File: src/hw/hpg_params.svh
`ifndef HPG_PARAMS_SVH
`define HPG_PARAMS_SVH

// Register page and addresses
`define HPG_PAGE_F 4'hF
`define HPG_ADDR_P4_DRIVE 8'h9C
`define HPG_ADDR_P5_DRIVE 8'h9D
`define HPG_ADDR_P6_DRIVE 8'h9E
`define HPG_ADDR_P7_DRIVE 8'h9F
`define HPG_ADDR_P4_LATCH 8'hC8
`define HPG_ADDR_P5_LATCH 8'hD8
`define HPG_ADDR_P6_LATCH 8'hE8
`define HPG_ADDR_P7_LATCH 8'hF8
`define HPG_BIT_BASE_MASK 8'hF8

// Reset values
`define HPG_RST_LATCH 8'hFF
`define HPG_RST_DRIVE 8'h00

// Port 4 strobe pin positions
`define HPG_P4_WR_BIT 7
`define HPG_P4_RD_BIT 6
`define HPG_P4_ALE_BIT 5

`endif

File: src/hw/hpg_pkg.sv
package hpg_pkg;

    typedef logic [3:0][7:0] hpg_ports_t;

    // Memory interface request toward the high ports
    typedef struct packed {
        logic active;
        logic mux_mode;
        logic wr_n;
        logic rd_n;
        logic ale;
        logic data_oe;
        logic [15:0] addr;
        logic [7:0] wdata;
    } hpg_external_memory_interface_t;

    // Per-port pin cell control
    typedef struct packed {
        logic [7:0] latch;
        logic [7:0] drive_type;
        logic [7:0] ovr_en;
        logic [7:0] ovr_val;
        logic [7:0] force_od;
        logic [7:0] hiz;
        logic pu_disable;
    } hpg_cell_t;

endpackage : hpg_pkg

File: src/hw/hpg_pin_cell.sv
`timescale 1ns/1ns
`include "hpg_params.svh"

module hpg_pin_cell
    import hpg_pkg::*;
#(
    parameter int WIDTH = 8
) (
    input wire logic clk_sys,
    input wire logic nrst,
    input wire hpg_cell_t ctl,
    output logic [WIDTH-1:0] pin_out,
    output logic [WIDTH-1:0] pin_oe,
    output logic [WIDTH-1:0] pullup_en
);

    initial begin
        if (WIDTH != 8) $error("hpg_pin_cell serves byte-wide ports only");
    end

    logic [WIDTH-1:0] next_out;
    logic [WIDTH-1:0] next_oe;
    logic [WIDTH-1:0] next_pu;

    always_comb begin
        for (int i = 0; i < WIDTH; i++) begin
            // Memory interface wins over the latch while it owns a pin
            next_out[i] = ctl.ovr_en[i] ? ctl.ovr_val[i] : ctl.latch[i];
            // Low driven unless hiz; high only in push-pull
            next_oe[i] = !next_out[i] ||
                (ctl.drive_type[i] && !ctl.force_od[i]);
            if (ctl.hiz[i]) begin
                next_oe[i] = 1'b0;
            end
            // Pullup off when disabled or pin pulls itself low
            next_pu[i] = !ctl.pu_disable &&
                !(next_oe[i] && !next_out[i]);
        end
    end

    always_ff @(posedge clk_sys) begin
        if (!nrst) begin
            pin_out <= '1;
            pin_oe <= '0;
            pullup_en <= '1;
        end else begin
            pin_out <= next_out;
            pin_oe <= next_oe;
            pullup_en <= next_pu;
        end
    end

endmodule : hpg_pin_cell

File: src/hw/hpg_top.sv
`timescale 1ns/1ns
`include "hpg_params.svh"

module hpg_top
    import hpg_pkg::*;
#(
    parameter int PORTS = 4
) (
    input wire logic clk_sys,
    input wire logic nrst,
    input wire logic [3:0] sfr_page,
    input wire logic [7:0] sfr_addr,
    input wire logic sfr_wr,
    input wire logic [7:0] sfr_wdata,
    input wire logic sfr_rd,
    input wire logic sfr_rmw,
    input wire logic sfr_bit_wr,
    input wire logic [7:0] sfr_bit_addr,
    input wire logic sfr_bit_val,
    input wire logic weak_pullup_disable,
    input wire logic [31:0] od_force,
    input wire hpg_external_memory_interface_t external_memory_interface,
    input wire logic [31:0] pin_in,
    output logic [7:0] sfr_rdata,
    output logic [31:0] pin_out,
    output logic [31:0] pin_oe,
    output logic [31:0] pullup_en
);

    initial begin
        if (PORTS != 4) $error("hpg_top is built for exactly four ports");
    end

    ////////////////////////////////////////////////////////////////////////
    // Address decode

    // Returns {hit, is_latch, port index}
    function automatic logic [3:0] decode(input logic [7:0] a);
        case (a)
            `HPG_ADDR_P4_LATCH: decode = 4'hC;
            `HPG_ADDR_P5_LATCH: decode = 4'hD;
            `HPG_ADDR_P6_LATCH: decode = 4'hE;
            `HPG_ADDR_P7_LATCH: decode = 4'hF;
            `HPG_ADDR_P4_DRIVE: decode = 4'h8;
            `HPG_ADDR_P5_DRIVE: decode = 4'h9;
            `HPG_ADDR_P6_DRIVE: decode = 4'hA;
            `HPG_ADDR_P7_DRIVE: decode = 4'hB;
            default: decode = 4'h0;
        endcase
    endfunction : decode

    logic page_ok;
    logic [3:0] dec;
    logic [3:0] bit_dec;
    assign page_ok = (sfr_page == `HPG_PAGE_F);
    assign dec = decode(sfr_addr);
    assign bit_dec = decode(sfr_bit_addr & `HPG_BIT_BASE_MASK);

    ////////////////////////////////////////////////////////////////////////
    // Pin input synchronisers

    logic [31:0] pin_s1;
    logic [31:0] pin_s2;
    logic [31:0] pin_s3;
    hpg_ports_t pin_state;
    hpg_ports_t next_pin_state;

    always_comb begin
        // Accept a level only when stages two and three agree
        next_pin_state = pin_state;
        for (int i = 0; i < 32; i++) begin
            if (pin_s2[i] == pin_s3[i]) begin
                next_pin_state[i/8][i%8] = pin_s3[i];
            end
        end
    end

    always_ff @(posedge clk_sys) begin
        if (!nrst) begin
            pin_s1 <= '1;
            pin_s2 <= '1;
            pin_s3 <= '1;
            pin_state <= '1;
        end else begin
            pin_s1 <= pin_in;
            pin_s2 <= pin_s1;
            pin_s3 <= pin_s2;
            pin_state <= next_pin_state;
        end
    end

    ////////////////////////////////////////////////////////////////////////
    // Register file

    hpg_ports_t latch;
    hpg_ports_t drive_type;
    hpg_ports_t next_latch;
    hpg_ports_t next_drive_type;
    logic [7:0] next_rdata;

    always_comb begin
        next_latch = latch;
        next_drive_type = drive_type;
        next_rdata = sfr_rdata;
        if (sfr_wr && page_ok && dec[3]) begin
            if (dec[2]) begin
                next_latch[dec[1:0]] = sfr_wdata;
            end else begin
                next_drive_type[dec[1:0]] = sfr_wdata;
            end
        end
        // Bit write touches one latch bit only
        if (sfr_bit_wr && page_ok && bit_dec[3] && bit_dec[2]) begin
            next_latch[bit_dec[1:0]][sfr_bit_addr[2:0]] = sfr_bit_val;
        end
        if (sfr_rd) begin
            next_rdata = 8'h00;
            if (page_ok && dec[3]) begin
                if (!dec[2]) begin
                    next_rdata = drive_type[dec[1:0]];
                end else if (sfr_rmw) begin
                    next_rdata = latch[dec[1:0]];
                end else begin
                    next_rdata = pin_state[dec[1:0]];
                end
            end
        end
    end

    always_ff @(posedge clk_sys) begin
        if (!nrst) begin
            latch <= {4{`HPG_RST_LATCH}};
            drive_type <= {4{`HPG_RST_DRIVE}};
            sfr_rdata <= 8'h00;
        end else begin
            latch <= next_latch;
            drive_type <= next_drive_type;
            sfr_rdata <= next_rdata;
        end
    end

    ////////////////////////////////////////////////////////////////////////
    // Memory interface pin ownership

    hpg_ports_t ovr_en;
    hpg_ports_t ovr_val;
    hpg_ports_t hiz;

    always_comb begin
        ovr_en = '0;
        ovr_val = '0;
        hiz = '0;
        if (external_memory_interface.active) begin
            ovr_en[0][`HPG_P4_WR_BIT] = 1'b1;
            ovr_en[0][`HPG_P4_RD_BIT] = 1'b1;
            ovr_en[0][`HPG_P4_ALE_BIT] = 1'b1;
            ovr_val[0][`HPG_P4_WR_BIT] = external_memory_interface.wr_n;
            ovr_val[0][`HPG_P4_RD_BIT] = external_memory_interface.rd_n;
            ovr_val[0][`HPG_P4_ALE_BIT] = external_memory_interface.ale;
            // Port 5 idles to its latch in multiplexed mode
            ovr_en[1] = {8{!external_memory_interface.mux_mode}};
            ovr_val[1] = external_memory_interface.addr[15:8];
            ovr_en[2] = 8'hFF;
            ovr_val[2] = external_memory_interface.mux_mode ? external_memory_interface.addr[15:8] : external_memory_interface.addr[7:0];
            ovr_en[3] = 8'hFF;
            if (external_memory_interface.mux_mode && external_memory_interface.ale) begin
                ovr_val[3] = external_memory_interface.addr[7:0];
            end else begin
                ovr_val[3] = external_memory_interface.wdata;
                // Reads release the data bus so the memory can drive it
                hiz[3] = {8{!external_memory_interface.data_oe}};
            end
        end
    end

    ////////////////////////////////////////////////////////////////////////
    // Pin drivers

    for (genvar p = 0; p < 4; p++) begin : g_port
        hpg_cell_t ctl;
        assign ctl = '{latch: latch[p], drive_type: drive_type[p],
            ovr_en: ovr_en[p], ovr_val: ovr_val[p],
            force_od: od_force[p*8 +: 8], hiz: hiz[p],
            pu_disable: weak_pullup_disable};
        hpg_pin_cell #(.WIDTH(8)) u_cell (
            .clk_sys(clk_sys),
            .nrst(nrst),
            .ctl(ctl),
            .pin_out(pin_out[p*8 +: 8]),
            .pin_oe(pin_oe[p*8 +: 8]),
            .pullup_en(pullup_en[p*8 +: 8])
        );
    end
endmodule : hpg_top

File: config.mk
export PLATFORM = sky130hd
export DESIGN_NAME = hpg_top
export DESIGN_NICKNAME = d
export VERILOG_FILES = /design/src/hw/hpg_pkg.sv /design/src/hw/hpg_pin_cell.sv /design/src/hw/hpg_top.sv
export VERILOG_INCLUDE_DIRS = /design/src /design/src/hw
export SDC_FILE = /design/constraint.sdc
export NUM_CORES = 1
export LEC_CHECK = 0
export BUFFER_PORTS_ARGS = -buffer_cell sky130_fd_sc_hd__buf_4
export CAP_MARGIN = 20
export CORE_ASPECT_RATIO = 1.2
export CORE_MARGIN = 5
export CORE_UTILIZATION = 25
export CTS_CLUSTER_SIZE = 28
export DETAILED_ROUTE_END_ITERATION = 16
export MAX_ROUTING_LAYER = met4
export PLACE_DENSITY = 0.45
export SLEW_MARGIN = 10
export SYNTH_ARGS = -nofsm -noshare
export SYNTH_HDL_FRONTEND = slang
export SYNTH_SLANG_ARGS = --single-unit
File: constraint.sdc
create_clock -name clk_sys -period 3.3 [get_ports clk_sys]
set_clock_uncertainty 0.15 [all_clocks]
set_input_delay 0.66 -clock clk_sys [delete_from_list [all_inputs] [get_ports clk_sys]]
set_output_delay 0.66 -clock clk_sys [all_outputs]
set_load 0.05 [all_outputs]
== Yosys cells after proc, flatten, opt, wreduce, memory -nomap -nowiden ==
Index checks and enable logic that the tools add are counted.
Word-level totals
  input port bits: 130
  register bits: 296
  output and inout port bits: 104
Cells by class
  eq/ne operators: 45
  reductions and logical operators: 238
  $lt $le $gt $ge: 6
  bitwise logic cells: 1
  mux-type cells: 64
Operators by type and width (count)
  $logic_and 1x1->1: 106
  $logic_not 1->1: 99
  $bwmux 32: 3
  $mux 32: 3
  $mux 8: 12
  $eq 8x8->1 const B: 8
  $mux 27: 2
  $bmux 8 s2: 3
  $mux 1: 36
  $demux 8 s2: 2
  $eq 1x1->1: 32
  $logic_or 1x1->1: 32
  $pmux 4 s8: 1
  $eq 5x5->1 const B: 4
  $pmux 4 s4: 1
  $lt 2x3->1 const B: 2
  $eq 4x4->1 const B: 1
  $ge 2x1->1 const B: 2
  $lt 3x4->1 const B: 1
  $demux 1 s3: 1
  $ge 3x1->1 const B: 1
  $reduce_and 2->1: 1
  $not 1->1: 1

== Depth between registers and ports, before layout ==
  depth in word-level cells: 11
  depth in mapped cells: 9
  depth with buffers taken out: 6

== Hierarchy ==
From an unflattened synthesis, not the netlist that was laid out.
Unflattened totals
  cells, all modules: 1182
  area total of the unflattened synthesis: 11664.9 um^2
By module, submodules not included
  hpg_top: area an instance 8251.7 um^2, instances 1, cells each 878
  hpg_pin_cell: area an instance 853.3 um^2, instances 4, cells each 76

== Worst setup path after synthesis ==
OpenSTA, ideal clock, no wires.
  path kind: input to register
  from: input port sfr_addr[1]
  to: register latch (netlist bit g_port[3].ctl[43])
  library setup time: 122 ps
  path buffers: 1
  required time: 3028 ps
  data arrival time: 2575 ps
  stages on the path: 7
  slack: 452 ps
  cell sequence: or4b_4 o22a_4 buf_6 nor3_4 mux2i_1 a21oi_1 a311o_1
On the way
  cells in the longest elaborated chain, start to end: 11
  elaborated cells between the ends (all ways): 20
RTL lines
  from (decl): RTL line hpg_top.sv:12  | input wire logic [7:0] sfr_addr,
  $eq 8x8->1: RTL line hpg_top.sv:39  | case (a)
  $pmux 4 s8 (*): RTL line hpg_top.sv:39
  $lt 2x3->1 (not written as such) or $ge 2x1->1 (tied branches): RTL line hpg_top.sv:107  | next_latch[dec[1:0]] = sfr_wdata;
  $logic_and 1x1->1 (not written as such): RTL line hpg_top.sv:107
  $mux 8 (not written as such): RTL line hpg_top.sv:107
  $demux 8 s2: RTL line hpg_top.sv:107
  $bwmux 32: RTL line hpg_top.sv:107
  $mux 32: RTL line hpg_top.sv:106  | if (dec[2]) begin
  $mux 32 (*): RTL line hpg_top.sv:105  | if (sfr_wr && page_ok && dec[3]) begin
  $bwmux 32: RTL line hpg_top.sv:114  | next_latch[bit_dec[1:0]][sfr_bit_addr[2:0]] = sfr_bit_val;
  $mux 32 (*): RTL line hpg_top.sv:113  | if (sfr_bit_wr && page_ok && bit_dec[3] && bit_dec[2]) begin
  to (signal assigned): RTL line hpg_top.sv:132  | latch <= {4{`HPG_RST_LATCH}};
  to (signal assigned): RTL line hpg_top.sv:136  | latch <= next_latch;
  to (decl): RTL line hpg_top.sv:95  | hpg_ports_t latch;
Every way passes the cells marked *; elsewhere a longest branch is shown, timed or not.
A chain may end at the register's enable or synchronous reset.

== Worst setup path in the final report ==
  from: input port sfr_addr[1]
  to: register latch (netlist bit g_port[2].ctl[45])
The elaborated chain is that of the path after synthesis.

==> results.sh <==
export IMPL_clkLatencyLatePin_ps=530
export IMPL_groute_usage_overall_pct=16.3
export IMPL_ys_warn_count=0
export IMPL_synth_ff_type="dfxtp_1"
export IMPL_maxCapViolCount=0
export IMPL_rsz0062_at_grt="false"
export IMPL_final_common_cell="dfxtp_1"
export IMPL_die_area_sq_um=48000
export IMPL_final_area_sq_um=14500
export IMPL_post_cts_buffers=0
export IMPL_setup_violations=0
export IMPL_r2r_end="sfr_rdata[0]$_SDFFE_PN0P_"
export IMPL_max_slew_margin_pct=44.7
export IMPL_diodes=0
export IMPL_slew_viol_final=0
export IMPL_syn_area_per_cell_sq_um=9.56
export IMPL_r2r_start="g_port[1].ctl[41]$_SDFF_PN1_"
export IMPL_rows=84
export IMPL_dp_slack_ps=255
export IMPL_hold_viol_final=0
export IMPL_netlist_area_sq_um=10900
export IMPL_grt_pass1_wl_mm=57.6
export IMPL_vias=9007
export IMPL_clock_sinks=296
export IMPL_max_freq_mhz=402
export IMPL_coreArea_sq_um=43500
export IMPL_antenna_found_initial=0
export IMPL_place_hpwl_mm=30.2
export IMPL_synth_nets=1273
export IMPL_fin_util_pct=33.4
export IMPL_fp_dieW_um=201
export IMPL_viasPerCell=4.61
export IMPL_clockBufferDepth=3
export IMPL_cts_tree="yes"
export IMPL_worst_endpoint_arrival_ps=2740
export IMPL_grt_max_degree=67
export IMPL_ios=234
export IMPL_power_leakage_nw=5.74
export IMPL_irDropWorstVdd_mv=0.296
export IMPL_ant_nets=0
export IMPL_clkTransAtPathRegs_ps=60
export IMPL_hold_buffers=0
export IMPL_synth_seq_cells=296
export IMPL_htreeDepth=2
export IMPL_synth_edf_count=0
export IMPL_grt_ovfl_total=0
export IMPL_crit_path_start_kind="input pin"
export IMPL_first_pass_iters=5
export IMPL_cts_root_buf="clkbuf_16"
export IMPL_total_power_mw=8.51
export IMPL_place_congestion=0.844
export IMPL_initial_utilization_pct=25.1
export IMPL_hold_path_cell_count=2
export IMPL_dieHeight_um=239
export IMPL_port_buffers=233
export IMPL_power_density_nw_per_um2=585
export IMPL_wl_per_cell_um=20.1
export IMPL_hold_path_end="pin_s1[7]$_SDFF_PN1_"
export IMPL_post_dp_cell_area_sq_um=13300
export IMPL_critical_path_class="in -> reg"
export IMPL_rrSetupSlack_ps=1770
export IMPL_min_period_ps=2490
export IMPL_routed_wl_mm=39.3
export IMPL_drt_iter0_markers=537
export IMPL_synth_distinct_cells=60
export IMPL_fin_nets=1499
export IMPL_async_flop_share_pct=0
export IMPL_hold_path_class="in -> reg"
export IMPL_cts_buffers=35
export IMPL_grt_pass1_vias=8948
export IMPL_worstHoldStart="pin_in[7]"
export IMPL_r2r_cells=4
export IMPL_drive_gt1_share_pct=25.1
export IMPL_synthToLayoutAreaGrowth_pct=33.1
export IMPL_tightestPinTransition_ps=821
export IMPL_cp_max_fo=8
export IMPL_setup_tns_ps=0
export IMPL_outcome="complete, no violations"
export IMPL_mostFrequentLayoutCells="dfxtp_1, buf_4, nand2_1"
export IMPL_setup_ws_ps=813
export IMPL_worstSetupEndpointType="flip-flop"
export IMPL_min_period_over_period_pct=75.4
export IMPL_post_cts_resized=0
export IMPL_worstPathRequired_ps=3550
export IMPL_syn_inst=1143
export IMPL_drc=0
export IMPL_ys_seq_area_share_pct=54.2
## report_power, final
group | internal (mW) | switching, mW | leakage, nW
registers | 3.68 | 0.0366 | 2.43
logic | 0.255 | 0.457 | 2.70
clock network | 2.53 | 1.56 | 0.612
## logic make-up (layout without fill, tap and decap cells)
| group | after synthesis | count (layout) | synth area share, % |
|---|---|---|---|
| compound gates | 230 | 230 | 12.9 |
| buf+inv | 77 | 330 | 2.83 |
| simple gates | 450 | 450 | 21.2 |
| mux | 90 | 90 | 8.90 |
| flops | 296 | 296 | 54.2 |
## worst max path at each step
stage                 from                           end  slack (ps)  cells after the start
2_1_floorplan  sfr_addr[1]  g_port[3].ctl[43]$_SDFF_PN1_         450                      7
3_3_place_gp   sfr_addr[1]  g_port[2].ctl[45]$_SDFF_PN1_         300                      8
3_5_place_dp   sfr_addr[1]  g_port[2].ctl[45]$_SDFF_PN1_         250                      8
4_1_cts        sfr_addr[1]  g_port[2].ctl[45]$_SDFF_PN1_         810                      8
5_1_grt        sfr_addr[1]  g_port[0].ctl[44]$_SDFF_PN1_         720                      7
6_report       sfr_addr[1]  g_port[2].ctl[45]$_SDFF_PN1_         810                      8
## metrics by stage
| step | instances | hold slack [ps] |
|---|---|---|
| final | 1955 | 169 |
| after global routing | 1955 | 149 |
| after CTS | 1955 | 141 |
| after detailed placement | 1891 | 241 |
| after global placement | 1891 | 242 |
| after floorplan | 1143 | 236 |
## layout make-up
class	instances	area, sq um
repair buffers	257	1950
flip-flops and latches	296	5930
well taps	559	699
clock inverters	16	211
multi-input cells	770	4700
inverters	9	33.8
clock buffers	48	1040
fillers	4544	29000
## cells in the mapped netlist, drive strengths merged, types with 2 or more instances
cell type | count | area (sq um)
dfxtp | 296 | 5930
nand2 | 137 | 514
nand2b | 113 | 707
nor2 | 110 | 430
o21ai | 82 | 410
a21oi | 81 | 409
mux2i | 77 | 771
clkbuf | 51 | 191
nand3 | 22 | 110
nand3b | 22 | 165
buf | 17 | 83.8
a211o | 15 | 131
a31oi | 11 | 68.8
and3 | 10 | 63.8
a311o | 9 | 90.1
inv | 9 | 33.8
mux2 | 8 | 90.1
nor2b | 6 | 37.5
a31o | 5 | 43.8
mux4 | 5 | 113
nor3 | 5 | 58.8
o221ai | 5 | 43.8
o31a | 5 | 43.8
and2 | 4 | 25.0
or2 | 4 | 25.0
a32oi | 3 | 26.3
nand4b | 3 | 26.3
nand4 | 2 | 12.5
nor3b | 2 | 15.0
o211ai | 2 | 15.0
o22ai | 2 | 12.5
or3b | 2 | 17.5
## registers in the layout, summed over array words and instances (netlist names)
| name | count |
|---|---|
| g_port.u_cell.pin_oe | 32 |
| pin_s1 | 32 |
| g_port.u_cell.pin_out | 32 |
| pin_s3 | 32 |
| pin_state | 32 |
| sfr_rdata | 8 |
| drive_type | 32 |
| g_port.u_cell.pullup_en | 32 |
| pin_s2 | 32 |
| g_port.ctl | 32 |
## layer usage
| metal | wire [um] | up-vias | global-route usage (%) |
|---|---|---|---|
| met1 | 16600 | 4222 | 19.8 |
| met4 | 1330 | 0 | 5.82 |
| met3 | 2580 | 71 | 3.53 |
| met2 | 18800 | 336 | 26.7 |
| met5 | 0 | - | - |
| li1 | - | 4378 | - |
## worst max-delay path, cell delays in order
cell,delay (ps)
buf_4,140
nor4b_4,490
nand2_1,270
nor4_4,350
buf_4,250
mux2i_1,210
a21oi_1,60
a311o_1,320
Note: power is estimated with default switching activity, not from simulation.
